==> config.mk <==
export PLATFORM = sky130hd
export DESIGN_NAME = refdiv_device_flat
export DESIGN_NICKNAME = d
export VERILOG_FILES = /design/src/include/refdiv_pkg.sv /design/src/include/refdiv_if.sv /design/src/rtl/refdiv_device.sv /design/src/flat_wrapper.sv
export VERILOG_INCLUDE_DIRS = /design/src /design/src/include
export SDC_FILE = /design/constraint.sdc
export NUM_CORES = 1
export LEC_CHECK = 0
export ABC_AREA = 1
export BUFFER_PORTS_ARGS = -buffer_cell sky130_fd_sc_hd__buf_2
export CAP_MARGIN = 20
export CELL_PAD_IN_SITES_DETAIL_PLACEMENT = 0
export CELL_PAD_IN_SITES_GLOBAL_PLACEMENT = 1
export CORE_MARGIN = 1
export CORE_UTILIZATION = 29
export DETAILED_ROUTE_END_ITERATION = 10
export HOLD_SLACK_MARGIN = 0.12
export MAX_ROUTING_LAYER = met4
export PLACE_DENSITY_LB_ADDON = 0.1
export SLEW_MARGIN = 20
export SYNTH_ARGS = -nofsm -noshare
export SYNTH_HDL_FRONTEND = slang
export SYNTH_SLANG_ARGS = --single-unit
==> constraint.sdc <==
create_clock -name core_clk -period 3.3 [get_ports core_clk]
set_clock_uncertainty 0.2 [all_clocks]
set_input_delay 0.165 -clock core_clk [delete_from_list [all_inputs] [get_ports core_clk]]
set_output_delay 0.165 -clock core_clk [all_outputs]
set_load 0.005 [all_outputs]
==> src/include/refdiv_cfg.svh <==
// constants of the reference-divider configuration word and its serial link
`ifndef REFDIV_CFG_SVH
`define REFDIV_CFG_SVH

`define WORD_BITS 24
`define ADDR_BITS 2
`define ADDR_REFDIV 2'h2
`define DATA_OFS 2
`define DIV_LSB 2
`define DIV_BITS 15
`define POL_POS 17
`define CUR_LSB 18
`define CUR_BITS 4
`define DBL_POS 22
`define SPD_POS 23
`define DIV_MIN 15'h0003
`define DIV_MAX 15'h7fff
`define CUR_STEP_UA 100
`define CUR_BASE_UA 100
`define LINK_PERIOD_NS 200
`define CORE_PERIOD_NS 25
`define HALF_CYCLES ((`LINK_PERIOD_NS / `CORE_PERIOD_NS) / 2)

`endif

==> src/include/refdiv_pkg.sv <==
// types used by the device end of the reference-divider link
package refdiv_pkg;
  typedef enum logic {speed_slow, speed_fast} cal_speed_t;
  typedef struct packed {
    cal_speed_t cal_speed;
    logic pump_supply_doubler_enable;
    logic [3:0] pump_current_word;
    logic detector_polarity;
    logic [14:0] reference_divide_value;
  } refdiv_word_t;
endpackage

==> src/include/refdiv_if.sv <==
// three-wire serial load link between host and synthesizer
`timescale 1ns/1ps
`default_nettype none
interface refdiv_if;
  logic serial_data;
  logic serial_clock;
  logic word_load_strobe;
  modport host (output serial_data, output serial_clock, output word_load_strobe);
  modport device (input serial_data, input serial_clock, input word_load_strobe);
endinterface
`default_nettype wire

==> src/rtl/refdiv_device.sv <==
// synthesizer end: serial shift register and reference-divider latch
`timescale 1ns/1ps
`default_nettype none
`include "refdiv_cfg.svh"
module refdiv_device (
  input wire logic core_clk,
  input wire logic rst_n,
  refdiv_if.device link,
  output logic [14:0] reference_divide_value,
  output logic detector_polarity,
  output logic pump_weight_one,
  output logic pump_weight_two,
  output logic pump_weight_four,
  output logic pump_weight_eight,
  output logic pump_supply_doubler_enable,
  output logic cal_speed_fast,
  output logic [10:0] pump_current_ua,
  output logic word_loaded
);
  // ==========================================
  // pin synchronisers
  logic [1:0] sd_q, sc_q, le_q;
  logic sc_prev_q, le_prev_q;
  always_ff @(posedge core_clk or negedge rst_n) begin
    if (!rst_n) begin
      sd_q <= 2'h0;
      sc_q <= 2'h0;
      le_q <= 2'h0;
      sc_prev_q <= 1'b0;
      le_prev_q <= 1'b0;
    end else begin
      sd_q <= {sd_q[0], link.serial_data};
      sc_q <= {sc_q[0], link.serial_clock};
      le_q <= {le_q[0], link.word_load_strobe};
      sc_prev_q <= sc_q[1];
      le_prev_q <= le_q[1];
    end
  end
  wire sc_rise = sc_q[1] & ~sc_prev_q;
  wire le_rise = le_q[1] & ~le_prev_q;

  // ==========================================
  // shift register and latch
  logic [`WORD_BITS-1:0] shift_q;
  refdiv_pkg::refdiv_word_t latch_q;
  wire addr_hit = (shift_q[`ADDR_BITS-1:0] == `ADDR_REFDIV);
  wire do_load = le_rise & addr_hit;
  always_ff @(posedge core_clk or negedge rst_n) begin
    if (!rst_n) begin
      shift_q <= '0;
      latch_q <= '0;
      word_loaded <= 1'b0;
    end else begin
      if (sc_rise) begin
        shift_q <= {shift_q[`WORD_BITS-2:0], sd_q[1]};
      end
      if (do_load) begin
        latch_q <= shift_q[`WORD_BITS-1:`DATA_OFS];
      end
      word_loaded <= do_load;
    end
  end

  // ==========================================
  // latched fields
  assign reference_divide_value = latch_q.reference_divide_value;
  assign detector_polarity = latch_q.detector_polarity;
  assign pump_weight_one = latch_q.pump_current_word[0];
  assign pump_weight_two = latch_q.pump_current_word[1];
  assign pump_weight_four = latch_q.pump_current_word[2];
  assign pump_weight_eight = latch_q.pump_current_word[3];
  assign pump_supply_doubler_enable = latch_q.pump_supply_doubler_enable;
  assign cal_speed_fast = (latch_q.cal_speed == refdiv_pkg::speed_fast);
  // current in microamps
  assign pump_current_ua = 11'(`CUR_BASE_UA)
    + 11'(latch_q.pump_current_word) * 11'(`CUR_STEP_UA);
endmodule
`default_nettype wire

==> src/flat_wrapper.sv <==
// flat-port wrapper written by rule: the top's interface ports become plain ports
module refdiv_device_flat 
  (core_clk, rst_n, reference_divide_value, detector_polarity, pump_weight_one, pump_weight_two, pump_weight_four, pump_weight_eight, pump_supply_doubler_enable, cal_speed_fast, pump_current_ua, word_loaded, link_serial_data, link_serial_clock, link_word_load_strobe);
  refdiv_if link_i ();
  input wire logic core_clk;
  input wire logic rst_n;
  output logic [14:0] reference_divide_value;
  output logic detector_polarity;
  output logic pump_weight_one;
  output logic pump_weight_two;
  output logic pump_weight_four;
  output logic pump_weight_eight;
  output logic pump_supply_doubler_enable;
  output logic cal_speed_fast;
  output logic [10:0] pump_current_ua;
  output logic word_loaded;
  input wire logic [$bits(link_i.serial_data)-1:0] link_serial_data;
  input wire logic [$bits(link_i.serial_clock)-1:0] link_serial_clock;
  input wire logic [$bits(link_i.word_load_strobe)-1:0] link_word_load_strobe;
  assign link_i.serial_data = link_serial_data;
  assign link_i.serial_clock = link_serial_clock;
  assign link_i.word_load_strobe = link_word_load_strobe;
  refdiv_device u_core (.core_clk(core_clk), .rst_n(rst_n), .link(link_i), .reference_divide_value(reference_divide_value), .detector_polarity(detector_polarity), .pump_weight_one(pump_weight_one), .pump_weight_two(pump_weight_two), .pump_weight_four(pump_weight_four), .pump_weight_eight(pump_weight_eight), .pump_supply_doubler_enable(pump_supply_doubler_enable), .cal_speed_fast(cal_speed_fast), .pump_current_ua(pump_current_ua), .word_loaded(word_loaded));
endmodule
==> reports/metrics.cfg, run 1 <==
[timing]
drv_slew=0
grt_setup_unrepaired=no
max_slew.worst_pin.slew_ps=710.5
period_share_pct=83.23
slew-limit-headroom_pct=52.46
finalSetupTns_ps=0
whs_ps=157.6
minimum_clock_period_after_layout_ps=2747
max_freq_mhz=364.1
setup_violations=0
number_of_endpoints_with_negative_hold_slack_in_the_final_report=0

[clock_tree]
h_tree_lvls=2
insertion_delay_ps=310
post_cts_resize_count=0
ctsLongestPathBuffers=2
clock-sinks=55
cts_tree=yes
cts_made_buffers=5
post_cts.repair.setup_buffers=0
cts_root_buf=sky130_fd_sc_hd__clkbuf_8
path_clk_slew_ps=110

[cells_and_area]
post_layout_utilization_of_the_core_pct=35.64
stdcell_count=390
num-nets-final=302
drive_above_1_share_pct=22.22
antennaDiodeCount=0
layout.cells.most_common_list=sky130_fd_sc_hd__nand2_1, sky130_fd_sc_hd__dfrtp_1, sky130_fd_sc_hd__inv_1
syn2layout_area_growth_pct=16.18
layout_commonest_cell=sky130_fd_sc_hd__nand2_1

[place]
port_buffers=36
dp_cells=378
gp_congestion=0.6701
dpl.hpwl_mm=2.868

[drt]
drtAntennaViolNets=0
routedWlPerCell_um=10.77
firstDrtPassIters=4
via_cell_ratio=4.141
totalWireLength_mm=4.201
drcViolationCount=0
initialDrtViolationCount=72
vias=1615

[critical_path]
crit_path_end_kind=primary output
critPathLaunchType=register
cpMaxStageDelayCell=sky130_fd_sc_hd__dfrtp_1
reg2regPathDepth=2
cp.arrival_ps=2380
path_depth=11
slowest_delay_ps=440
crit_path_cell_trace=ha_1, ha_1, inv_1, fa_1, inv_1, nand3_2, nor2_2, nand2_1, nand2_1, nand2_1, buf_2
timing.critical_path.buf_inv=3
cell_type_group_with_the_largest_total_delay_on_the_critical_path=adder cells
worstSetupPathType=register to primary output
timing.critical_path.required_ps=2930
cp_max_fo=6
cp_common_cell=sky130_fd_sc_hd__nand2_1

[power_and_ir_drop]
p_per_area_nw_per_um2=540.6
design_power_total_uw=1520
vdd_drop_max_mv=0.2596
total_leakage_power_uw=0.001426

[floorplanning]
top_level_ports=39
die_area_sq_um=8713
floorplan.die.height_um=93.35
effective_utilization_at_floorplan_pct=30.68
dieWidth_um=93.35
num_rows=32
floorplan.core_area_sq_um=7888

[global_route]
track_usage_pct=11.50
gr-total-overflow=0
number_of_antenna_violations_at_the_first_check_in_global_routing=0
grt_max_degree=47
grt_pass1_wl_mm=7.631
number_of_global_route_vias_before_repair=1618

[synth]
synth.cell_area_sq_um=2420
syn-instance-count=248
seq_area_frac_synth_pct=56.88
ys_types=23
avgSynthCellArea_sq_um=9.757
synth_seq_cells=55
ys.warnings.count=0

[hold_path]
holdPathStages=0
hp-class=register to register

[outcome]
outcome=complete, no violations

[run]
max_cap_violations=0

## through the flow
stage	setup WS [ps]	cell area [sq um]
6_report	553.3	2811
5_1_grt	309.1	2811
4_1_cts	528.0	2811
3_5_place_dp	856.9	2660
3_3_place_gp	917.6	2660
2_1_floorplan	1049	2424
## metal layers
metal	wire length (um)	GRT usage [%]
met3	149	2.846
met4	19	2.692
met5	0	-
met2	1947	18.44
met1	2084	14.72
## flip-flops by register name, summed over array words and instances (netlist names), 2 cells and up
signal,count
u_core.reference_divide_value,15
u_core.sc_q,2
u_core.le_q,2
u_core.sd_q,2
u_core.shift_q,24
## final cells by class
| cell class | count | area (sq um) |
|---|---|---|
| Multi-Input combinational cell | 145 | 822.0 |
| Sequential cell | 55 | 1376 |
| Timing Repair Buffer | 41 | 227.7 |
| Tap cell | 102 | 127.6 |
| Clock inverter | 2 | 38.79 |
| Clock buffer | 6 | 72.57 |
| Inverter | 39 | 146.4 |
| Fill cell | 809 | 5076 |
## cell usage after synthesis
cell type / n / area [sq um]
sky130_fd_sc_hd__nor2_1: 3 / 11.26
sky130_fd_sc_hd__conb_1: 1 / 3.750
sky130_fd_sc_hd__nand3_4: 1 / 17.52
sky130_fd_sc_hd__o21ai_1: 9 / 45.04
sky130_fd_sc_hd__clkbuf_2: 1 / 5.000
sky130_fd_sc_hd__xor2_1: 5 / 43.79
sky130_fd_sc_hd__ha_1: 9 / 112.6
sky130_fd_sc_hd__clkbuf_1: 1 / 3.750
sky130_fd_sc_hd__mux2_2: 2 / 22.52
sky130_fd_sc_hd__buf_2: 2 / 10.01
sky130_fd_sc_hd__o21ai_0: 23 / 115.1
sky130_fd_sc_hd__nand2_2: 2 / 12.51
sky130_fd_sc_hd__inv_1: 39 / 146.4
sky130_fd_sc_hd__dfrtp_1: 55 / 1376
sky130_fd_sc_hd__nand3_2: 1 / 10.01
sky130_fd_sc_hd__a21oi_1: 1 / 5.000
sky130_fd_sc_hd__buf_4: 2 / 15.01
sky130_fd_sc_hd__o21ai_2: 12 / 105.1
sky130_fd_sc_hd__nor2_2: 2 / 12.51
sky130_fd_sc_hd__buf_6: 4 / 45.04
sky130_fd_sc_hd__nand3_1: 9 / 45.04
sky130_fd_sc_hd__fa_1: 1 / 20.02
sky130_fd_sc_hd__nand2_1: 63 / 236.5
## worst paths after layout
path                                   startpoint                endpoint  slack [ps]
min in group asynchronous                   rst_n       u_core.shift_q[5]         240
setup / recovery           u_core.pump_weight_one     pump_current_ua[10]         550
hold / removal                     u_core.sd_q[0]          u_core.sd_q[1]         160
setup reg to reg                   u_core.sc_q[1]       u_core.shift_q[1]        1660
max in group asynchronous                   rst_n  u_core.pump_weight_two        1880
hold reg to reg                    u_core.sd_q[0]          u_core.sd_q[1]         160
## power by group
part / total, uW / leakage, uW / switching (uW) / internal, uW
registers: 833 / 0.000725 / 54.3 / 779
logic: 235 / 0.000645 / 132 / 103
clock network: 452 / 0.0000558 / 222 / 230
## repair_timing
action / in CTS / in global routing
hold endpoints to repair: 34 / 0
endpoints found under the setup margin: 0 / 0
hold buffers: 4 / 0
## kinds of logic (layout without fill, tap and decap cells)
| family | count (synthesis) | in the layout | share of synthesized area (%) |
|---|---|---|---|
| compound gates | 45 | 45 | 11.17 |
| buf+inv | 49 | 88 | 9.306 |
| simple gates | 81 | 81 | 14.27 |
| fa+ha+maj | 10 | 10 | 5.481 |
| other cells | 1 | 2 | 0.1550 |
| flops | 55 | 55 | 56.88 |
| mux | 2 | 2 | 0.9306 |
| xor+xnor | 5 | 5 | 1.810 |
Power figures use the tool's default switching activity.
==> inputs of run 2 (changes only) <==
==> constraint.sdc (replaced) <==
create_clock -name core_clk -period 2.7 [get_ports core_clk]
set_clock_uncertainty 0.2 [all_clocks]
set_input_delay 0.135 -clock core_clk [delete_from_list [all_inputs] [get_ports core_clk]]
set_output_delay 0.135 -clock core_clk [all_outputs]
set_load 0.005 [all_outputs]
==> reports/metrics.cfg, run 2 (same netlist as run 1, synthesis figures left out) <==
[clock_tree]
cts_made_buffers=5
cts_tree=yes
insertion_delay_ps=310
clock-sinks=55
path_clk_slew_ps=110
cts_root_buf=sky130_fd_sc_hd__clkbuf_8
ctsLongestPathBuffers=2
h_tree_lvls=2

[power_and_ir_drop]
p_per_area_nw_per_um2=642.2
vdd_drop_max_mv=0.2725
design_power_total_uw=1892
total_leakage_power_uw=0.001473

[timing]
max_slew.worst_pin.slew_ps=709.9
slew-limit-headroom_pct=52.67
grt_setup_unrepaired=yes
drv_slew=0
period_share_pct=96.59
max_freq_mhz=383.4
setup_violations=0
number_of_endpoints_with_negative_hold_slack_in_the_final_report=0
minimum_clock_period_after_layout_ps=2608

[critical_path]
reg2reg_to=u_core.reference_divide_value[6]
setup.reg_to_reg.worst_slack_ps=1090
worst_r2r_start=u_core.shift_q[0]
critPathLaunchType=register
timing.critical_path.required_ps=2370
cp_max_fo=3
reg2regPathDepth=4
crit_path_end_kind=primary output
worstSetupPathType=register to primary output
cp.arrival_ps=2270

[drt]
vias=1694
initialDrtViolationCount=99
drcViolationCount=0
firstDrtPassIters=4
routedWlPerCell_um=10.86
drtAntennaViolNets=0
via_cell_ratio=4.235
totalWireLength_mm=4.342

[place]
dpl.hpwl_mm=2.902
port_buffers=36
gp_congestion=0.6785

[global_route]
number_of_antenna_violations_at_the_first_check_in_global_routing=0
number_of_global_route_vias_before_repair=1674
grt_max_degree=56
gr-total-overflow=0
track_usage_pct=11.75
grt_pass1_wl_mm=7.803

[cells_and_area]
layout.cells.most_common_list=sky130_fd_sc_hd__nand2_1, sky130_fd_sc_hd__dfrtp_1, sky130_fd_sc_hd__inv_1
registers.top_by_ff_count=u_core.shift_q
antennaDiodeCount=0
num-nets-final=312
layout_commonest_cell=sky130_fd_sc_hd__nand2_1
largest_reg_flops=24
syn2layout_area_growth_pct=21.77
drive_above_1_share_pct=29.19
post_layout_utilization_of_the_core_pct=37.36

[hold_path]
worst_hold_startpoint=u_core.le_q[0]
hp-class=register to register
worst_hold_path.endpoint=u_core.le_q[1]
holdPathStages=0

[floorplanning]
floorplan.die.height_um=93.35
effective_utilization_at_floorplan_pct=30.68
floorplan.core_area_sq_um=7888
dieWidth_um=93.35
num_rows=32
die_area_sq_um=8713
top_level_ports=39

[outcome]
outcome=complete, no violations

[run]
max_cap_violations=0

==> run 2: cell types whose count changed in the layout (fill, tap and decap cells not counted), sizes merged <==
cell,delta
inv,+1
clkbuf,-1
buf,+10
==> run 2: worst max path at each step <==
stage	from	end	cells past startpoint	slack, ps
finish	u_core.pump_weight_one	pump_current_ua[8]	9	90
global route	u_core.pump_weight_two	pump_current_ua[10]	11	-30
CTS	u_core.pump_weight_one	pump_current_ua[10]	12	30
detailed placement	u_core.pump_weight_one	pump_current_ua[10]	11	310
global placement	u_core.pump_weight_one	pump_current_ua[10]	11	350
floorplan	u_core.pump_weight_one	pump_current_ua[10]	10	480
==> run 2: timing repair <==
action                     in CTS  in global routing
setup endpoints to repair       2                  3
hold buffers                    4                  0
cloned                          0                  0
gates resized for setup         0                 16
hold endpoints to repair       58                  0
buffers inserted                5                  4
pin swaps                       0                  7
==> run 2: metal layers <==
metal	part of all wire, %	global-route usage [%]	wire length, um
met5	0	-	0
met4	1.1	3.462	48
met3	4.1	3.008	179
met2	47	19.12	2049
met1	48	14.46	2064
==> run 2: power breakdown <==
| group | internal (uW) | total [uW] | switching (uW) |
|---|---|---|---|
| combinational | 130 | 296 | 166 |
| clock | 287 | 579 | 293 |
| sequential | 952 | 1020 | 65.3 |
==> run 2: critical path: stages, from the launching register on <==
cell and delay, ps:
sky130_fd_sc_hd__dfrtp_1 410, sky130_fd_sc_hd__ha_1 300, sky130_fd_sc_hd__ha_2 180, sky130_fd_sc_hd__inv_2 40, sky130_fd_sc_hd__fa_2 530, sky130_fd_sc_hd__inv_2 60
sky130_fd_sc_hd__buf_4 130, sky130_fd_sc_hd__o21ai_2 50, sky130_fd_sc_hd__xor2_1 150, sky130_fd_sc_hd__buf_2 130
==> run 2: per-stage QoR <==
step / instances / instance area, sq um / hold WS [ps] / TNS (ps) / setup slack, ps
after global routing: 400 / 2947 / 171.5 / -58.96 / -26.96
after floorplan: 249 / 2424 / -360.6 / 0 / 479.5
after detailed placement: 379 / 2668 / 45.98 / 0 / 306.2
final: 400 / 2947 / 159.1 / 0 / 91.99
after CTS: 396 / 2864 / 162.3 / 0 / 30.70
after global placement: 379 / 2668 / 42.84 / 0 / 348.3
==> run 2: area by class of cell <==
class	instances	area [sq um]
timing repair buffer	51	306.5
multi-input combinational	145	868.3
tap	102	127.6
fill	807	4941
sequential	55	1379
clock buffer	5	68.82
inverter	39	146.4
clock inverter	3	50.05
==> inputs of run 3 (changes only) <==
==> constraint.sdc (replaced) <==
create_clock -name core_clk -period 3.1 [get_ports core_clk]
set_clock_uncertainty 0.2 [all_clocks]
set_input_delay 0.155 -clock core_clk [delete_from_list [all_inputs] [get_ports core_clk]]
set_output_delay 0.155 -clock core_clk [all_outputs]
set_load 0.005 [all_outputs]
==> reports/metrics.cfg, run 3 (same netlist as run 1, synthesis figures left out) <==
[clock_tree]
cts_tree=yes
ctsLongestPathBuffers=2
ctsHoldBuffers=4
insertion_delay_ps=310
h_tree_lvls=2
post_cts.repair.setup_buffers=0
cts_made_buffers=5
cts_root_buf=sky130_fd_sc_hd__clkbuf_8
path_clk_slew_ps=100
clock-sinks=55
post_cts_resize_count=0

[power_and_ir_drop]
power.combinational.fraction_pct=16.4
internal_power_uw=1097
p_clk_share_pct=25.5
sequentialPowerShare_pct=58.1
swShare_pct=28.22
vdd_drop_max_mv=0.2552
p_per_area_nw_per_um2=548.7
total_leakage_power_uw=0.001412
power_switching_uw=431.2
design_power_total_uw=1528

[timing]
max_slew.worst_pin.slew_ps=710.7
minimum_clock_period_after_layout_ps=2744
slew-limit-headroom_pct=52.45
finalSetupTns_ps=0
max_freq_mhz=364.5
grt_setup_unrepaired=no
setup_violations=0
number_of_endpoints_with_negative_hold_slack_in_the_final_report=0
period_share_pct=88.51
drv_slew=0

[drt]
drcViolationCount=0
via_cell_ratio=4.190
initialDrtViolationCount=55
totalWireLength_mm=4.248
routedWlPerCell_um=10.89
highest_layer=met4
drtAntennaViolNets=0
met3_length_um=176
detail_route.wirelength.met1_mm=2.038
firstDrtPassIters=4
route.met2.wl_mm=1.974
vias=1634

[cells_and_area]
num-nets-final=302
syn2layout_area_growth_pct=15.10
layout.cells.most_common_list=sky130_fd_sc_hd__nand2_1, sky130_fd_sc_hd__dfrtp_1, sky130_fd_sc_hd__inv_1
largest_reg_flops=24
registers.top_by_ff_count=u_core.shift_q
fillers=829
drive_above_1_share_pct=22.22
antennaDiodeCount=0
layout_commonest_cell=sky130_fd_sc_hd__nand2_1

[critical_path]
timing.critical_path.required_ps=2740
critPathLaunchType=register
crit_path_cell_trace=ha_1, ha_1, inv_1, fa_1, inv_1, nand3_2, nor2_2, nand2_1, nand2_1, nand2_1, buf_2
cp_common_cell=sky130_fd_sc_hd__nand2_1
worstSetupPathType=register to primary output
cpMaxStageDelayCell=sky130_fd_sc_hd__dfrtp_1
cp_max_fo=6
cp.arrival_ps=2390
slowest_delay_ps=440
crit_path_end_kind=primary output

[outcome]
outcome=complete, no violations

[place]
gp_congestion=0.6823
port_buffers=36
dpl.hpwl_mm=2.879

[floorplanning]
floorplan.core_area_sq_um=7888
effective_utilization_at_floorplan_pct=30.68
num_rows=32
top_level_ports=39
floorplan.die.height_um=93.35
die_area_sq_um=8713
dieWidth_um=93.35

[global_route]
track_usage_pct=11.90
grt_pass1_wl_mm=7.886
number_of_antenna_violations_at_the_first_check_in_global_routing=0
grt_max_degree=47
number_of_global_route_vias_before_repair=1681
gr-total-overflow=0

[run]
max_cap_violations=0

[hold_path]
hp-class=primary input to async pin

[run 3: power groups by stage]
stage                     Clock (uW)  Sequential [uW]  Combinational [uW]
after global routing             440              904                 295
final                            390              888                 251
after CTS                        412              890                 259
after floorplan                    0              901                 151
after detailed placement           0              903                 254
after global placement             0              901                 253
[run 3: path summary, 6_finish.rpt]
kind / endpoint / startpoint / slack (ps) / depth (start not counted)
setup / recovery: pump_current_ua[10] / u_core.pump_weight_one / 360 / 11
hold / removal: u_core.shift_q[8] / rst_n / 120 / 2
setup reg to reg: u_core.shift_q[1] / u_core.sc_q[1] / 1460 / 2
hold reg to reg: u_core.le_q[1] / u_core.le_q[0] / 160 / 0
max in group asynchronous: u_core.shift_q[2] / rst_n / 1740 / 3
min in group core_clk: u_core.le_q[1] / u_core.le_q[0] / 160 / 0
[run 3: layout make-up]
class                      count  area (sq um)  area share, %
sequential                    55          1376          49.42
multi-input combinational    145         822.0          29.51
timing repair buffer          41         227.7          8.176
inverter                      39         146.4          5.256
tap                          102         127.6          4.582
clock buffer                   6         72.57          2.606
clock inverter                 2         12.51         0.4492
[run 3: layer usage]
layer,track usage [%],up-vias
met5,-,-
met4,3.462,0
met3,2.927,6
met2,18.93,26
met1,15.09,758
li1,-,844
[run 3: stage by stage]
step	worst slack, ps	cells	hold slack, ps	cell area, sq um	util, %
global placement	728.1	378	-64.70	2660	33.72
finish	356.2	390	123.6	2785	35.31
detailed placement	681.3	378	-64.45	2660	33.72
global route	94.45	390	165.3	2785	35.31
CTS	334.1	390	128.2	2785	35.31
floorplan	859.5	249	-340.6	2424	-
[run 3: worst max-delay path, delay by kind of cell (launching register included)]
kind | cells | cell delay [ps]
flip-flops | 1 | 440
adder cells (fa/ha/maj) | 3 | 960
buffers and inverters | 3 | 300
AND/OR/NAND/NOR | 5 | 370
